File: src/include/fmrp_consts.svh
// Constants of the flash mode block.
`ifndef FMRP_CONSTS_SVH
`define FMRP_CONSTS_SVH
`define FMRP_OP_ENTER_QUAD 8'h38
`define FMRP_OP_EXIT_QUAD 8'hff
`define FMRP_OP_RST_ARM 8'h66
`define FMRP_OP_RST_GO 8'h99
`define FMRP_OP_UDPD 8'h79
`define FMRP_OP_DPD 8'hb9
`define FMRP_OP_DPD_WAKE 8'hab
`define FMRP_CLK_PERIOD_NS 20
`define FMRP_T_RESET_NS 28000
`define FMRP_T_UDPD_EXIT_NS 1000
`define FMRP_T_WAKE_LOW_NS 200
`define FMRP_SYNC_LAG 4
`define FMRP_SCK_HALF 4
`define FMRP_RST_PARAMS 8'h00
`define FMRP_RST_WRAP 3'h0
`define FMRP_REG_CMD 4'h0
`define FMRP_REG_STATUS 4'h4
`define FMRP_CMD_QUAD_BIT 8
`define FMRP_CMD_WAKE_BIT 16
`endif

File: src/include/fmrp_pkg.sv
// Types of the flash mode block: device power states and host controller states.
package fmrp_pkg;
   typedef enum logic [2:0] {
      FMRP_STANDBY = 3'h0,
      FMRP_DPD = 3'h1,
      FMRP_UDPD = 3'h3,
      FMRP_UDPD_EXIT = 3'h2,
      FMRP_RESETTING = 3'h6
   } fmrp_pwr_t;
   typedef enum logic [2:0] {
      FMRP_H_IDLE = 3'h0,
      FMRP_H_SHIFT = 3'h1,
      FMRP_H_CLOSE = 3'h3,
      FMRP_H_HOLD = 3'h2,
      FMRP_H_WAKE = 3'h6
   } fmrp_hst_t;
endpackage : fmrp_pkg

File: src/include/fmrp_if.sv
// Serial flash link between the host controller and the flash mode logic.
`timescale 1ns/100ps
interface fmrp_if;
   logic cs_n;
   logic sclk;
   logic [3:0] dq;
   modport host (output cs_n, output sclk, output dq);
   modport dev (input cs_n, input sclk, input dq);
endinterface : fmrp_if

File: src/hw/fmrp_dev.sv
// Flash side mode, reset and power-down logic.
// Contract
// - Opcode FFh in quad mode exits to SPI.
// - Quad exit keeps latch, suspend, wrap setting.
// - Accepted reset restores all volatile power-on defaults.
// - Reset only on 66h directly followed by 99h.
// - Other instruction after 66h disarms the reset.
// - 28us recovery after reset; commands are ignored.
// - Host checks busy and suspend before reset; fmrp_host checks neither busy_in nor suspend_flag.
// - Ultra-deep power-down ignores every instruction.
// - Ultra-deep entry is opcode 79h from deep power-down.
// - Enter ultra-deep power-down promptly after select rises.
// - Off-byte-boundary entry frame aborts to standby.
// - Power cycle always starts in standby.
// - Entry opcode ignored while program or erase runs.
// - Long select-low pulse wakes; clocked byte ignored.
// - Frames during exit time are ignored.
// - Only 38h enters quad mode; modes exclusive.
// - Enter-quad ignored unless quad enable set.
// - Power-up starts in SPI mode.
`timescale 1ns/100ps
`include "fmrp_consts.svh"
module fmrp_dev #(
   parameter int unsigned RST_CYC = `FMRP_T_RESET_NS / `FMRP_CLK_PERIOD_NS,
   parameter int unsigned EXIT_CYC = `FMRP_T_UDPD_EXIT_NS / `FMRP_CLK_PERIOD_NS,
   parameter int unsigned WAKE_CYC = (`FMRP_T_WAKE_LOW_NS + `FMRP_CLK_PERIOD_NS - 1) / `FMRP_CLK_PERIOD_NS
) (
   input wire logic clk_sys,
   input wire logic rst_n,
   fmrp_if.dev link,
   input wire logic quad_enable_bit,
   input wire logic busy_in,
   input wire logic wel_set,
   input wire logic wel_clr,
   input wire logic sus_set,
   input wire logic sus_clr,
   input wire logic param_we,
   input wire logic [7:0] param_wdata,
   input wire logic wrap_we,
   input wire logic [2:0] wrap_wdata,
   output logic quad_command_mode,
   output logic write_enable_latch,
   output logic suspend_flag,
   output logic [7:0] read_parameter_bits,
   output logic [2:0] wrap_setting_bits,
   output logic reset_armed,
   output logic abort_pulse,
   output logic cmd_valid,
   output logic [7:0] cmd_opcode,
   output fmrp_pkg::fmrp_pwr_t power_state
);
   localparam int unsigned MAXC = (RST_CYC > EXIT_CYC) ? ((RST_CYC > WAKE_CYC) ? RST_CYC : WAKE_CYC) :
      ((EXIT_CYC > WAKE_CYC) ? EXIT_CYC : WAKE_CYC);
   localparam int unsigned CW = $clog2(MAXC + 1);

   if (RST_CYC < 1 || EXIT_CYC < 1 || WAKE_CYC < 1) begin : g_bad
      $error("Bad timing counts.");
   end

   logic [5:0] s1_q, s2_q, s3_q, flt_q;
   logic cs_p_q, ck_p_q;
   logic cs_n, ck;
   logic [3:0] dq;
   logic fall, rise, ck_rise;
   logic [7:0] op_q;
   logic [2:0] bit_q;
   logic [2:0] step;
   logic full_q, skip_q;
   logic [CW-1:0] low_q, cnt_q;
   logic cmd, wrap_dflt, do_reset, armed_q, qm_q;
   fmrp_pkg::fmrp_pwr_t st_q;

   always_ff @(posedge clk_sys or negedge rst_n) begin
      if (!rst_n) begin
         s1_q <= 6'h3f;
         s2_q <= 6'h3f;
         s3_q <= 6'h3f;
         flt_q <= 6'h3f;
      end else begin
         s1_q <= {link.dq, link.sclk, link.cs_n};
         s2_q <= s1_q;
         s3_q <= s2_q;
         flt_q <= (s2_q & s3_q) | (flt_q & (s2_q ^ s3_q));
      end
   end

   assign cs_n = flt_q[0];
   assign ck = flt_q[1];
   assign dq = flt_q[5:2];

   always_ff @(posedge clk_sys or negedge rst_n) begin
      if (!rst_n) begin
         cs_p_q <= 1'b1;
         ck_p_q <= 1'b0;
      end else begin
         cs_p_q <= cs_n;
         ck_p_q <= ck;
      end
   end

   assign fall = cs_p_q & ~cs_n;
   assign rise = ~cs_p_q & cs_n;
   assign ck_rise = ck & ~ck_p_q & ~cs_n;
   assign step = qm_q ? 3'h4 : 3'h1;

   always_ff @(posedge clk_sys or negedge rst_n) begin
      if (!rst_n) begin
         op_q <= 8'h00;
         bit_q <= 3'h0;
         full_q <= 1'b0;
      end else if (fall) begin
         bit_q <= 3'h0;
         full_q <= 1'b0;
      end else if (ck_rise) begin
         bit_q <= bit_q + step;
         if (!full_q) begin
            op_q <= qm_q ? {op_q[3:0], dq} : {op_q[6:0], dq[0]};
            if (3'(bit_q + step) == 3'h0) begin
               full_q <= 1'b1;
            end
         end
      end
   end

   always_ff @(posedge clk_sys or negedge rst_n) begin
      if (!rst_n) begin
         skip_q <= 1'b0;
      end else if (fall) begin
         skip_q <= (st_q != fmrp_pkg::FMRP_STANDBY) && (st_q != fmrp_pkg::FMRP_DPD);
      end
   end

   always_ff @(posedge clk_sys or negedge rst_n) begin
      if (!rst_n) begin
         low_q <= '0;
      end else if (fall) begin
         low_q <= '0;
      end else if (!cs_n && low_q != CW'(MAXC)) begin
         low_q <= low_q + 1'b1;
      end
   end

   assign cmd = rise & full_q & ~skip_q & (st_q == fmrp_pkg::FMRP_STANDBY);
   assign do_reset = cmd & armed_q & (op_q == `FMRP_OP_RST_GO);

   always_ff @(posedge clk_sys or negedge rst_n) begin
      if (!rst_n) begin
         armed_q <= 1'b0;
      end else if (cmd) begin
         armed_q <= (op_q == `FMRP_OP_RST_ARM);
      end
   end

   always_ff @(posedge clk_sys or negedge rst_n) begin
      if (!rst_n) begin
         st_q <= fmrp_pkg::FMRP_STANDBY;
         cnt_q <= '0;
      end else begin
         case (st_q)
            fmrp_pkg::FMRP_STANDBY: begin
               if (do_reset) begin
                  st_q <= fmrp_pkg::FMRP_RESETTING;
                  cnt_q <= CW'(RST_CYC);
               end else if (cmd && op_q == `FMRP_OP_DPD) begin
                  st_q <= fmrp_pkg::FMRP_DPD;
               end
            end
            fmrp_pkg::FMRP_DPD: begin
               if (rise && full_q && !skip_q) begin
                  if (op_q == `FMRP_OP_UDPD && !busy_in) begin
                     if (bit_q == 3'h0) begin
                        st_q <= fmrp_pkg::FMRP_UDPD;
                     end else begin
                        st_q <= fmrp_pkg::FMRP_STANDBY;
                     end
                  end else if (op_q == `FMRP_OP_DPD_WAKE) begin
                     st_q <= fmrp_pkg::FMRP_STANDBY;
                  end
               end
            end
            fmrp_pkg::FMRP_UDPD: begin
               if (rise && low_q >= CW'(WAKE_CYC)) begin
                  st_q <= fmrp_pkg::FMRP_UDPD_EXIT;
                  cnt_q <= CW'(EXIT_CYC);
               end
            end
            fmrp_pkg::FMRP_UDPD_EXIT: begin
               if (cnt_q <= CW'(1)) begin
                  st_q <= fmrp_pkg::FMRP_STANDBY;
               end
               cnt_q <= cnt_q - 1'b1;
            end
            fmrp_pkg::FMRP_RESETTING: begin
               if (cnt_q <= CW'(1)) begin
                  st_q <= fmrp_pkg::FMRP_STANDBY;
               end
               cnt_q <= cnt_q - 1'b1;
            end
            default: begin
               st_q <= fmrp_pkg::FMRP_STANDBY;
            end
         endcase
      end
   end

   assign wrap_dflt = cmd & ~qm_q & quad_enable_bit & (op_q == `FMRP_OP_ENTER_QUAD);

   always_ff @(posedge clk_sys or negedge rst_n) begin
      if (!rst_n) begin
         qm_q <= 1'b0;
      end else if (do_reset) begin
         qm_q <= 1'b0;
      end else if (wrap_dflt) begin
         qm_q <= 1'b1;
      end else if (cmd && qm_q && op_q == `FMRP_OP_EXIT_QUAD) begin
         qm_q <= 1'b0;
      end
   end

   always_ff @(posedge clk_sys or negedge rst_n) begin
      if (!rst_n) begin
         write_enable_latch <= 1'b0;
         suspend_flag <= 1'b0;
      end else if (do_reset) begin
         write_enable_latch <= 1'b0;
         suspend_flag <= 1'b0;
      end else begin
         if (wel_set) begin
            write_enable_latch <= 1'b1;
         end else if (wel_clr) begin
            write_enable_latch <= 1'b0;
         end
         if (sus_set) begin
            suspend_flag <= 1'b1;
         end else if (sus_clr) begin
            suspend_flag <= 1'b0;
         end
      end
   end

   always_ff @(posedge clk_sys or negedge rst_n) begin
      if (!rst_n) begin
         read_parameter_bits <= `FMRP_RST_PARAMS;
         wrap_setting_bits <= `FMRP_RST_WRAP;
      end else if (do_reset) begin
         read_parameter_bits <= `FMRP_RST_PARAMS;
         wrap_setting_bits <= `FMRP_RST_WRAP;
      end else begin
         if (param_we) begin
            read_parameter_bits <= param_wdata;
         end
         if (wrap_dflt) begin
            wrap_setting_bits <= `FMRP_RST_WRAP;
         end else if (wrap_we) begin
            wrap_setting_bits <= wrap_wdata;
         end
      end
   end

   always_ff @(posedge clk_sys or negedge rst_n) begin
      if (!rst_n) begin
         cmd_valid <= 1'b0;
         cmd_opcode <= 8'h00;
         abort_pulse <= 1'b0;
      end else begin
         cmd_valid <= cmd;
         abort_pulse <= do_reset;
         if (cmd) begin
            cmd_opcode <= op_q;
         end
      end
   end

   assign quad_command_mode = qm_q;
   assign reset_armed = armed_q;
   assign power_state = st_q;
endmodule : fmrp_dev

File: src/flat_wrapper.sv
// flat-port wrapper written by rule: the top's interface ports become plain ports
module fmrp_dev_flat 
#(
   parameter int unsigned RST_CYC = `FMRP_T_RESET_NS / `FMRP_CLK_PERIOD_NS,
   parameter int unsigned EXIT_CYC = `FMRP_T_UDPD_EXIT_NS / `FMRP_CLK_PERIOD_NS,
   parameter int unsigned WAKE_CYC = (`FMRP_T_WAKE_LOW_NS + `FMRP_CLK_PERIOD_NS - 1) / `FMRP_CLK_PERIOD_NS
)
  (clk_sys, rst_n, quad_enable_bit, busy_in, wel_set, wel_clr, sus_set, sus_clr, param_we, param_wdata, wrap_we, wrap_wdata, quad_command_mode, write_enable_latch, suspend_flag, read_parameter_bits, wrap_setting_bits, reset_armed, abort_pulse, cmd_valid, cmd_opcode, power_state, link_cs_n, link_sclk, link_dq);
  fmrp_if link_i ();
  input wire logic clk_sys;
  input wire logic rst_n;
  input wire logic quad_enable_bit;
  input wire logic busy_in;
  input wire logic wel_set;
  input wire logic wel_clr;
  input wire logic sus_set;
  input wire logic sus_clr;
  input wire logic param_we;
  input wire logic [7:0] param_wdata;
  input wire logic wrap_we;
  input wire logic [2:0] wrap_wdata;
  output logic quad_command_mode;
  output logic write_enable_latch;
  output logic suspend_flag;
  output logic [7:0] read_parameter_bits;
  output logic [2:0] wrap_setting_bits;
  output logic reset_armed;
  output logic abort_pulse;
  output logic cmd_valid;
  output logic [7:0] cmd_opcode;
  output fmrp_pkg::fmrp_pwr_t power_state;
  input wire logic [$bits(link_i.cs_n)-1:0] link_cs_n;
  input wire logic [$bits(link_i.sclk)-1:0] link_sclk;
  input wire logic [$bits(link_i.dq)-1:0] link_dq;
  assign link_i.cs_n = link_cs_n;
  assign link_i.sclk = link_sclk;
  assign link_i.dq = link_dq;
  fmrp_dev #(.RST_CYC(RST_CYC), .EXIT_CYC(EXIT_CYC), .WAKE_CYC(WAKE_CYC)) u_core (.clk_sys(clk_sys), .rst_n(rst_n), .link(link_i), .quad_enable_bit(quad_enable_bit), .busy_in(busy_in), .wel_set(wel_set), .wel_clr(wel_clr), .sus_set(sus_set), .sus_clr(sus_clr), .param_we(param_we), .param_wdata(param_wdata), .wrap_we(wrap_we), .wrap_wdata(wrap_wdata), .quad_command_mode(quad_command_mode), .write_enable_latch(write_enable_latch), .suspend_flag(suspend_flag), .read_parameter_bits(read_parameter_bits), .wrap_setting_bits(wrap_setting_bits), .reset_armed(reset_armed), .abort_pulse(abort_pulse), .cmd_valid(cmd_valid), .cmd_opcode(cmd_opcode), .power_state(power_state));
endmodule
File: config.mk
export PLATFORM = sky130hd
export DESIGN_NAME = fmrp_dev_flat
export DESIGN_NICKNAME = d
export VERILOG_FILES = /design/src/include/fmrp_pkg.sv /design/src/include/fmrp_if.sv /design/src/hw/fmrp_dev.sv /design/src/flat_wrapper.sv
export VERILOG_INCLUDE_DIRS = /design/src /design/src/include
export SDC_FILE = /design/constraint.sdc
export NUM_CORES = 1
export LEC_CHECK = 0
export BUFFER_PORTS_ARGS = -buffer_cell sky130_fd_sc_hd__clkbuf_2
export CORE_ASPECT_RATIO = 1.4
export CORE_MARGIN = 2
export CORE_UTILIZATION = 30
export DETAILED_ROUTE_END_ITERATION = 6
export HOLD_SLACK_MARGIN = 0.15
export SLEW_MARGIN = 20
export SYNTH_ARGS = -nofsm -noshare
export SYNTH_HDL_FRONTEND = slang
export SYNTH_SLANG_ARGS = --single-unit
File: constraint.sdc
create_clock -name clk_sys -period 2.2 [get_ports clk_sys]
set_input_delay 0.11 -clock clk_sys [delete_from_list [all_inputs] [get_ports clk_sys]]
set_output_delay 0.11 -clock clk_sys [all_outputs]
set_load 0.01 [all_outputs]
==> Word level (Yosys, flattened, before mapping) <==
Cells that the tools add are included.
{ "op_classes": {"n_addsub": 3, "order_cmp": 2, "n_eq_ne": 19, "n_mux": 36, "n_bitwise": 23, "n_reduce_logical": 28} }
{ "ops": {"columns": ["op", "count"], "rows": [
  ["$mux W11", 4],
  ["$mux W3", 13],
  ["$pmux W11 S3", 1],
  ["$eq A8 B8 Y1 const B", 4],
  ["$mux W8", 3],
  ["$reduce_bool A3 Y1", 6],
  ["$eq A8 B7 Y1 const B", 2],
  ["$mux W1", 13],
  ["$and A1 B1 Y1", 12],
  ["$and A6 B6 Y6", 2],
  ["$pmux W3 S4", 1],
  ["$add A11 B1 Y11 const B", 1],
  ["$ge A11 B4 Y1 const B", 1],
  ["$le A11 B1 Y1 const B", 1],
  ["$ne A11 B11 Y1 const B", 1],
  ["$sub A11 B1 Y11 const B", 1],
  ["$logic_and A1 B1 Y1", 9],
  ["$logic_not A3 Y1", 3],
  ["$eq A8 B6 Y1 const B", 1],
  ["$ne A2 B1 Y1 const B", 4],
  ["$not A1 Y1", 7],
  ["$eq A3 B2 Y1 const B", 2],
  ["$ne A3 B1 Y1 const B", 2],
  ["$or A6 B6 Y6", 1],
  ["other kinds (11)", 16]
]} }
{ "word_totals": {"ff_bits": 89, "output_inout_bits": 28} }

==> Depth between registers and ports, before layout <==
Gate-level depths: netlist (run 1).
{ "depth": {"depth_word": 10, "ltp_mapped": 8, "ltp_nobuf": 7} }

==> Worst setup path before layout (run 1) <==
No wires, ideal clock.
{ "synth_timing": {"path_type": "reg2reg", "from": "register u_core.low_q[0]", "to": "register u_core.cnt_q[10]", "setup_ps": 121, "arrival_ps": 1800, "required_ps": 2079, "setup_slack_ps": 278, "path_stages_with_launch": 8, "path_buffers": 0, "period_less_slack_ps": 1922, "cell_sequence": "dfrtp_1 inv_1 ha_1 or3_1 a31o_1 o22ai_4 a21oi_1 o22a_1"} }
{ "synth_via": {"elab_chain_len": 4} }
{ "synth_rtl": {"columns": ["element", "line", "text"], "rows": [
  ["start: declaration", "fmrp_dev.sv:69", "logic [CW-1:0] low_q, cnt_q;"],
  ["start signal: assignment", "fmrp_dev.sv:139", "low_q <= low_q + 1'b1;"],
  ["$ge A11 B4 Y1", "fmrp_dev.sv:182", "if (rise && low_q >= CW'(WAKE_CYC)) begin"],
  ["$logic_and A1 B1 Y1", "fmrp_dev.sv:182", null],
  ["$ne A2 B1 Y1 (no line)", null, null],
  ["$reduce_and A3 Y1 (no line)", null, null],
  ["end signal: assignment", "fmrp_dev.sv:184", "cnt_q <= CW'(EXIT_CYC);"],
  ["end signal: assignment", "fmrp_dev.sv:191", "cnt_q <= cnt_q - 1'b1;"],
  ["end signal: assignment", "fmrp_dev.sv:197", "cnt_q <= cnt_q - 1'b1;"],
  ["end: declaration", "fmrp_dev.sv:69", null]
]} }
No other way between the ends.
A chain may end at the register's enable or synchronous reset.

==> Worst setup path after layout (run 1) <==
Ends and elaborated chain as after synthesis.

==> flow_summary.yaml, run 1 <==
timing:
  slew_headroom: 0.6475
  setup_tns_ns: 0
  rsz0062_at_grt: "no"
  fin_skew_ns: 0.004111
  fin_crit_sh: 0.9378
  finalSetupViolCount: 0
  hold_violations: 0
  slew_violations: 0
  max_freq_mhz: 484.7
  min_period_ns: 2.063
  tightest_slew_ns: 0.5277
place:
  portBuffers: 54
  gp_congestion: 0.7898
  placed_area_um2: 4582
  detailed_place_hpwl_mm: 5.932
detailed_routing:
  drt-initial-drc-count: 171
  drc: 0
  dr.pass1.iters: 4
  viasPerCell: 4.739
  drt-total-wl_mm: 8.493
  detail_route.wl_per_cell_um: 12.97
  vias: 3104
  ant_nets: 0
synthesis:
  synthDistinctLibCells: 54
  synth_seq_cells: 89
  synth_top_area_frac: 0.3938
  post-synth-top-count-cell: "dfrtp_1"
  avgSynthCellArea_um2: 10.76
  synth-edff-count: 0
  synthTopCellsByCount: "dfrtp_1, nand2_1, nor2_1, dfstp_2, mux2i_1"
  yosysTopAreaCell: "dfrtp_1"
  ys_seq_area_frac: 0.5554
  syn-cell-area_um2: 4066
  synthFlopType: "dfrtp_1"
  yosysWarningCount: 0
  syn_nets: 418
  synth_cells: 378
  async_reset_ff_frac: 1.000
  synth_area_leaders: "dfrtp_1, dfstp_2, mux2i_1"
cells_and_area:
  register_area_um2: 2258
  nets: 508
  nFillCells: 1260
  drive_gt1_frac: 0.2452
  area_growth_pct: 27.08
  multi_input_area_um2: 1710
  antenna_cells: 0
  post-route-cell-area_um2: 5167
floorplan:
  die_w_um: 102.4
  die_h_um: 141.8
  core_um2: 13330
  ios: 55
  start_util: 0.3052
  die_area_um2: 14520
  num_rows: 50
run_status:
  status: "completed"
hold_path:
  min_path_type: "in2reg"
clock_network:
  clk_path_buf_depth: 2
  clock_sinks: 89
  numCtsBuffers: 9
  clk_pin_slew_ns: 0.06
  cts_tree: "built"
  ctsRootBufferMaster: "clkbuf_16"
  cts-htree-levels: 3
  clk_latency_ns: 0.33
setup_path:
  cp.required_ns: 2.42
  start_kind: "flop"
  end_kind: "flop"
  arrival_ns: 2.28
  crit_fanout: 10
  regToRegSetupSlack_ns: 0.14
  path_class: "reg2reg"
global_routing:
  grt_start_max_net_pins: 36
  antenna_found_initial: 0
  overflow: 0
  grt_pass1_vias: 3200
  grt_usage: 0.1283
  grt_pass1_wl_mm: 14.84
pwr:
  ir_worst_vdd_v: 0.0004343
  pwr_density_cell_nw_per_um2: 1037
  p_leak_nw: 2.416
job:
  cap_violations: 0
## cell families (layout without fill, tap and decap cells)
kind of cell	Yosys count	in the layout	share of synthesized area
AND/OR/NAND/NOR	150	150	0.1868
flip-flops	89	89	0.5554
AO/OA/AOI/OAI	71	71	0.1200
buffers and inverters	24	119	0.02400
multiplexers	22	22	0.05446
adder cells (fa/ha/maj)	13	13	0.04000
XOR/XNOR	9	9	0.01938
## worst max-delay path, cell delays in order, from the launching register on
cell     delay (ns)
dfrtp_1        0.44
inv_1          0.09
ha_1           0.19
or3_1          0.36
a31o_1         0.27
o22ai_4        0.29
a21oi_1        0.08
o22a_1         0.22
## metrics by stage
step           cells  power, W  worst slack (ns)    util  hold slack [ns]
2_1_floorplan    378  0.003269            0.2784       -          -0.1856
3_3_place_gp     610  0.003670            0.1780  0.3439          0.09517
3_5_place_dp     610  0.003725            0.1055  0.3439          0.09360
4_1_cts          651  0.005366            0.1089  0.3855           0.2337
5_1_grt          655  0.005722          0.006456  0.3878           0.2644
6_report         655  0.005361            0.1368  0.3878           0.2358
## worst paths after layout
path / startpoint / to / cells past startpoint
max: u_core.low_q[0] / u_core.cnt_q[10] / 7
min: param_we / u_core.read_parameter_bits[3] / 3
max reg2reg: u_core.low_q[0] / u_core.cnt_q[10] / 7
min reg2reg: u_core.s1_q[5] / u_core.s2_q[5] / 0
max in group asynchronous: rst_n / u_core.s1_q[3] / 3
min in group asynchronous: rst_n / u_core.low_q[9] / 2
## placed cells by master (no fill, tap or decap), drive strengths merged, types with 4 or more instances in the layout
cell         instances
nand4                6
dfstp               25
nor2                39
inv                 10
xnor2                5
dlygate4sd3         25
clkbuf              66
o21ai               30
xor2                 4
nor3                 9
a21o                 6
ha                  13
or3                  5
mux2i               21
nor2b                4
nor4                 6
nand3               10
dfrtp               64
nand2               51
a21oi               14
buf                 15
## power by group
| part | switching (W) | internal (W) |
|---|---|---|
| clock network | 0.000581 | 0.000994 |
| registers | 0.000442 | 0.00199 |
| logic | 0.000715 | 0.000641 |
## cell type report
class                   instances  share of cell area
clock buffers                  13             0.04649
clock inverters                 3             0.01259
inverters                      10            0.007264
multi-input cells             265              0.3310
flip-flops and latches         89              0.4370
well taps                     182             0.04407
repair buffers                 93              0.1215
## metal layers
metal / share of wire / up-vias / GRT usage
met5: 0 / - / 0
met4: 0.018 / 0 / 0.04912
met3: 0.039 / 17 / 0.03300
met1: 0.43 / 1512 / 0.1585
met2: 0.51 / 65 / 0.2133
li1: - / 1510 / -
## registers in the layout, indices dropped and copies added (netlist names), 3 cells and up
| signal | flops |
|---|---|
| u_core.flt_q | 6 |
| u_core.op_q | 8 |
| u_core.low_q | 11 |
| u_core.cmd_opcode | 8 |
| u_core.cnt_q | 11 |
| u_core.bit_q | 3 |
| u_core.power_state | 3 |
| u_core.s3_q | 6 |
| u_core.read_parameter_bits | 8 |
| u_core.wrap_setting_bits | 3 |
| u_core.s1_q | 6 |
| u_core.s2_q | 6 |
## what timing repair did
| action | in CTS | in global routing |
|---|---|---|
| setup endpoints to repair | 0 | 1 |
| hold buffers | 25 | 0 |
| gates resized for setup | 0 | 0 |
| setup buffers | 0 | 4 |
| endpoints found under the hold margin | 51 | 0 |
Note: power is estimated with default switching activity, not from simulation.
==> run 2: changes to the inputs <==
--- a/config.mk
+++ b/config.mk
@@ -12,6 +12,7 @@
 export CORE_UTILIZATION = 30
 export DETAILED_ROUTE_END_ITERATION = 6
 export HOLD_SLACK_MARGIN = 0.15
+export PLACE_DENSITY = 0.53
 export SLEW_MARGIN = 20
 export SYNTH_ARGS = -nofsm -noshare
 export SYNTH_HDL_FRONTEND = slang
==> flow_summary.yaml, run 2 (synthesis gave the netlist of run 1 again) <==
timing:
  max_freq_mhz: 490.3
  slew_headroom: 0.6568
  min_period_ns: 2.040
  tightest_slew_ns: 0.5137
  slew_violations: 0
  fin_skew_ns: 0.007106
  timing.hold.ws_ns: 0.2285
  finalSetupViolCount: 0
  hold_violations: 0
  setup_tns_ns: 0
  fin_crit_sh: 0.9271
  rsz0062_at_grt: "no"
pwr:
  ir_worst_vdd_v: 0.0004437
  pwr_density_cell_nw_per_um2: 1023
  power_w: 0.005269
  p_leak_nw: 2.412
detailed_routing:
  vias: 3059
  ant_nets: 0
  drt-initial-drc-count: 160
  dr.pass1.iters: 4
  detail_route.wl_per_cell_um: 13.26
  drt-total-wl_mm: 8.646
  drc: 0
  viasPerCell: 4.692
floorplan:
  die_area_um2: 14520
  die_w_um: 102.4
  start_util: 0.3052
  core_um2: 13330
  die_h_um: 141.8
  num_rows: 50
  ios: 55
place:
  gp_congestion: 0.8187
  detailed_place_hpwl_mm: 5.823
  portBuffers: 54
  placed_area_um2: 4602
setup_path:
  worstRegToRegCells: 6
  crit_fanout: 10
  path_class: "reg2reg"
  end_kind: "flop"
  arrival_ns: 2.26
  cp.required_ns: 2.42
  start_kind: "flop"
cells_and_area:
  area_growth_pct: 26.71
  nets: 505
  layout_commonest_cell: "dfrtp_1"
  final_core_util: 0.3867
  reg_top3: "u_core.cnt_q: 11 flops, u_core.low_q: 11 flops"
  nFillCells: 1293
  mostFrequentLayoutCells: "dfrtp_1, clkbuf_2, nand2_1, nor2_1"
  post-route-cell-area_um2: 5152
  multi_input_area_um2: 1710
  antenna_cells: 0
  register_area_um2: 2258
  drive_gt1_frac: 0.2489
run_status:
  status: "completed"
global_routing:
  grt_pass1_wl_mm: 15.05
  grt_start_max_net_pins: 90
  grt_pass1_vias: 3129
  overflow: 0
  antenna_found_initial: 0
  grt_usage: 0.1312
clock_network:
  clk_path_buf_depth: 2
  clk_pin_slew_ns: 0.06
  cts_tree: "built"
  cts_resized: 0
  cts-htree-levels: 3
  clk_latency_ns: 0.33
  numCtsBuffers: 9
  ctsRootBufferMaster: "clkbuf_16"
  clock_sinks: 89
hold_path:
  worstHoldPathCells: 3
  min_path_type: "in2reg"
job:
  cap_violations: 0
==> run 2: timing repair <==
item,CTS,global route
endpoints found under the hold margin,83,0
hold buffers,25,0
setup buffers,0,0
setup endpoints to repair,0,0
==> run 2: stage by stage <==
stage | cells | setup WS (ns)
finish | 652 | 0.1604
CTS | 652 | 0.1627
global route | 652 | 0.02760
global placement | 611 | 0.2146
floorplan | 378 | 0.2784
detailed placement | 611 | 0.1769
==> run 2: worst max-delay path: stages, from the launching register on <==
cell	delay (ns)
dfrtp_1	0.47
ha_1	0.22
or3_1	0.36
a31o_1	0.27
o22ai_4	0.32
a21oi_1	0.08
o22a_1	0.22
==> run 2: layout make-up <==
type	count	area share
flip-flops and latches	89	0.4383
clock inverters	5	0.007042
inverters	10	0.007285
multi-input cells	265	0.3320
repair buffers	90	0.1200
clock buffers	11	0.05124
well taps	182	0.04420
==> run 2: final timing paths <==
| path | startpoint | to | slack, ns |
|---|---|---|---|
| hold reg to reg | u_core.s1_q[5] | u_core.s2_q[5] | 0.36 |
| setup reg to reg | u_core.low_q[1] | u_core.cnt_q[10] | 0.16 |
| setup / recovery | u_core.low_q[1] | u_core.cnt_q[10] | 0.16 |
| hold / removal | param_we | u_core.read_parameter_bits[3] | 0.23 |
| min in group asynchronous | rst_n | u_core.read_parameter_bits[7] | 0.36 |
| max in group asynchronous | rst_n | u_core.s3_q[5] | 1.46 |
==> run 2: layer usage <==
| layer | wire, um | track usage |
|---|---|---|
| met1 | 3776 | 0.1650 |
| met2 | 4439 | 0.2171 |
| met3 | 277 | 0.02463 |
| met4 | 153 | 0.05895 |
| met5 | 0 | 0 |
==> run 2: power by group <==
part	switching [W]	total (W)	leakage, nW	internal (W)
clock network	0.000639	0.00151	0.151	0.000869
logic	0.000729	0.00136	1.18	0.000628
registers	0.000417	0.00240	1.08	0.00199
total	0.00179	0.00527	2.41	0.00348
==> run 3: changes to the inputs <==
--- a/config.mk
+++ b/config.mk
@@ -7,12 +7,15 @@
 export NUM_CORES = 1
 export LEC_CHECK = 0
 export BUFFER_PORTS_ARGS = -buffer_cell sky130_fd_sc_hd__clkbuf_2
+export CAP_MARGIN = 30
+export CELL_PAD_IN_SITES_DETAIL_PLACEMENT = 1
+export CELL_PAD_IN_SITES_GLOBAL_PLACEMENT = 2
 export CORE_ASPECT_RATIO = 1.4
 export CORE_MARGIN = 2
 export CORE_UTILIZATION = 30
 export DETAILED_ROUTE_END_ITERATION = 6
 export HOLD_SLACK_MARGIN = 0.15
-export PLACE_DENSITY = 0.53
+export PLACE_DENSITY = 0.72
 export SLEW_MARGIN = 20
 export SYNTH_ARGS = -nofsm -noshare
 export SYNTH_HDL_FRONTEND = slang
==> flow_summary.yaml, run 3 (synthesis gave the netlist of run 1 again) <==
run_status:
  status: "completed"
cells_and_area:
  nets: 505
  nFillCells: 1489
  mostFrequentLayoutCells: "dfrtp_1, clkbuf_2, nand2_1, nor2_1"
  fin_cells: 652
  antenna_cells: 0
  reg_top3: "u_core.cnt_q: 11 flops, u_core.low_q: 11 flops"
  area_growth_pct: 26.65
  drive_gt1_frac: 0.2511
  post-route-cell-area_um2: 5150
  layout_commonest_cell: "dfrtp_1"
place:
  dp_cells: 611
  portBuffers: 54
  detailed_place_hpwl_mm: 6.664
  placed_area_um2: 4602
  gp_congestion: 0.8152
clock_network:
  ctsRootBufferMaster: "clkbuf_16"
  clk_path_buf_depth: 2
  numCtsBuffers: 9
  clock_sinks: 89
  clk_pin_slew_ns: 0.07
  cts-htree-levels: 3
  clk_latency_ns: 0.34
  post_cts_buffers: 0
  cts_tree: "built"
job:
  cap_violations: 0
floorplan:
  die_h_um: 141.8
  die_w_um: 102.4
  core_um2: 13330
  ios: 55
  num_rows: 50
  start_util: 0.3052
  die_area_um2: 14520
setup_path:
  crit_fanout: 10
  path_class: "reg2reg"
  worstRegToRegCells: 6
  cp.required_ns: 2.42
  max_stage_delay_ns: 0.47
  reg2reg_from: "u_core.low_q[1]"
  cp_slowest_cell: "dfrtp_2"
  regToRegSetupSlack_ns: 0.16
  path_cells: "ha_1 > or3_1 > a31o_1 > o22ai_4 > a21oi_1 > o22a_1"
  end_kind: "flop"
  r2r_end: "u_core.cnt_q[10]"
  start_kind: "flop"
  arrival_ns: 2.26
global_routing:
  grt-busiest-layer: "met2"
  grt_pass1_vias: 3332
  antenna_found_initial: 0
  overflow: 0
  grtUsageMet1: 0.1766
  grt_pass1_wl_mm: 16.54
  met3_usage: 0.03251
  grt_start_max_net_pins: 38
  use_met2: 0.2490
  grt_usage: 0.1442
detailed_routing:
  drt-initial-drc-count: 107
  detail_route.wl_per_cell_um: 14.64
  drt-total-wl_mm: 9.546
  viasPerCell: 4.788
  ant_nets: 0
  vias: 3122
  dr.pass1.iters: 4
  drc: 0
pwr:
  switching_power_w: 0.001869
  swShare: 0.3508
  p_leak_nw: 2.401
  pwr_density_cell_nw_per_um2: 1035
  comb_power_share: 0.261
  ir_worst_vdd_v: 0.0004164
  p_seq_frac: 0.453
  p_clk_frac: 0.286
  intPower_w: 0.003459
timing:
  fin_skew_ns: 0.01092
  fin_crit_sh: 0.9251
  tightest_slew_ns: 0.5211
  slew_violations: 0
  min_period_ns: 2.035
  setup_tns_ns: 0
  finalSetupViolCount: 0
  hold_violations: 0
  max_freq_mhz: 491.4
  rsz0062_at_grt: "no"
  slew_headroom: 0.6519
hold_path:
  worstHoldPathCells: 3
  min_path_type: "in2reg"
  hold_start: "param_we"
  holdPathEnd: "u_core.read_parameter_bits[3]"
run 3: cell count changes in the layout (fill, tap and decap cells not counted):
cell,change
clkbuf_8,-1
clkinvlp_4,+2
dfrtp_1,-1
inv_6,+2
dfrtp_2,+1
clkinv_2,-1
clkinv_4,-2
run 3: power by group through the flow:
| stage | logic, W | clock network (W) | registers (W) |
|---|---|---|---|
| after global routing | 0.00160 | 0.00164 | 0.00248 |
| after CTS | 0.00142 | 0.00158 | 0.00242 |
| after global placement | 0.00132 | 0 | 0.00242 |
| after floorplan | 0.000951 | 0 | 0.00232 |
| final | 0.00139 | 0.00152 | 0.00241 |
| after detailed placement | 0.00137 | 0 | 0.00244 |
run 3: worst max path at each step:
stage | startpoint | endpoint | slack, ns | cells after the start
2_1_floorplan | u_core.low_q[0] | u_core.cnt_q[10] | 0.28 | 7
3_3_place_gp | u_core.low_q[1] | u_core.cnt_q[10] | 0.19 | 6
3_5_place_dp | u_core.low_q[1] | u_core.cnt_q[10] | 0.15 | 6
4_1_cts | u_core.low_q[1] | u_core.cnt_q[10] | 0.08 | 6
5_1_grt | u_core.low_q[1] | u_core.cnt_q[3] | 0.08 | 6
6_report | u_core.low_q[1] | u_core.cnt_q[10] | 0.16 | 6
run 3: area by class of cell:
class	count	area [um2]	share of cell area
Inverter	10	37.54	0.007289
Tap cell	182	227.7	0.04422
Timing Repair Buffer	90	618.1	0.1200
Sequential cell	89	2260	0.4388
Multi-Input combinational cell	265	1710	0.3321
Clock inverter	6	46.29	0.008989
Clock buffer	10	250.2	0.04859
run 3: worst max-delay path, delay by kind of cell, from the launching register on:
family / cells / cell delay [ns]
AOI/OAI and AO/OA: 4 / 0.87
DFF: 1 / 0.47
adders and majority gates: 1 / 0.21
and+or+nand+nor: 1 / 0.36
run 3: timing repair:
action                                  CTS  global route
gates resized for setup                   0             1
endpoints found under the hold margin    52             0
endpoints found under the setup margin    0             2
hold buffers                             25             0
run 3: routing by layer:
metal	share of wire	routed length (um)
met1	0.43	4090
met4	0.015	142
met5	0	0
met2	0.53	5019
met3	0.031	294
run 3: per-stage QoR:
stage / worst slack (ns) / hold slack, ns / util / total power [W]
2_1_floorplan: 0.2784 / -0.1856 / - / 0.003269
3_3_place_gp: 0.1925 / 0.1198 / 0.3454 / 0.003742
3_5_place_dp: 0.1476 / 0.1257 / 0.3454 / 0.003807
4_1_cts: 0.07761 / 0.2303 / 0.3864 / 0.005413
5_1_grt: 0.07947 / 0.2590 / 0.3865 / 0.005721
6_report: 0.1649 / 0.2369 / 0.3865 / 0.005328
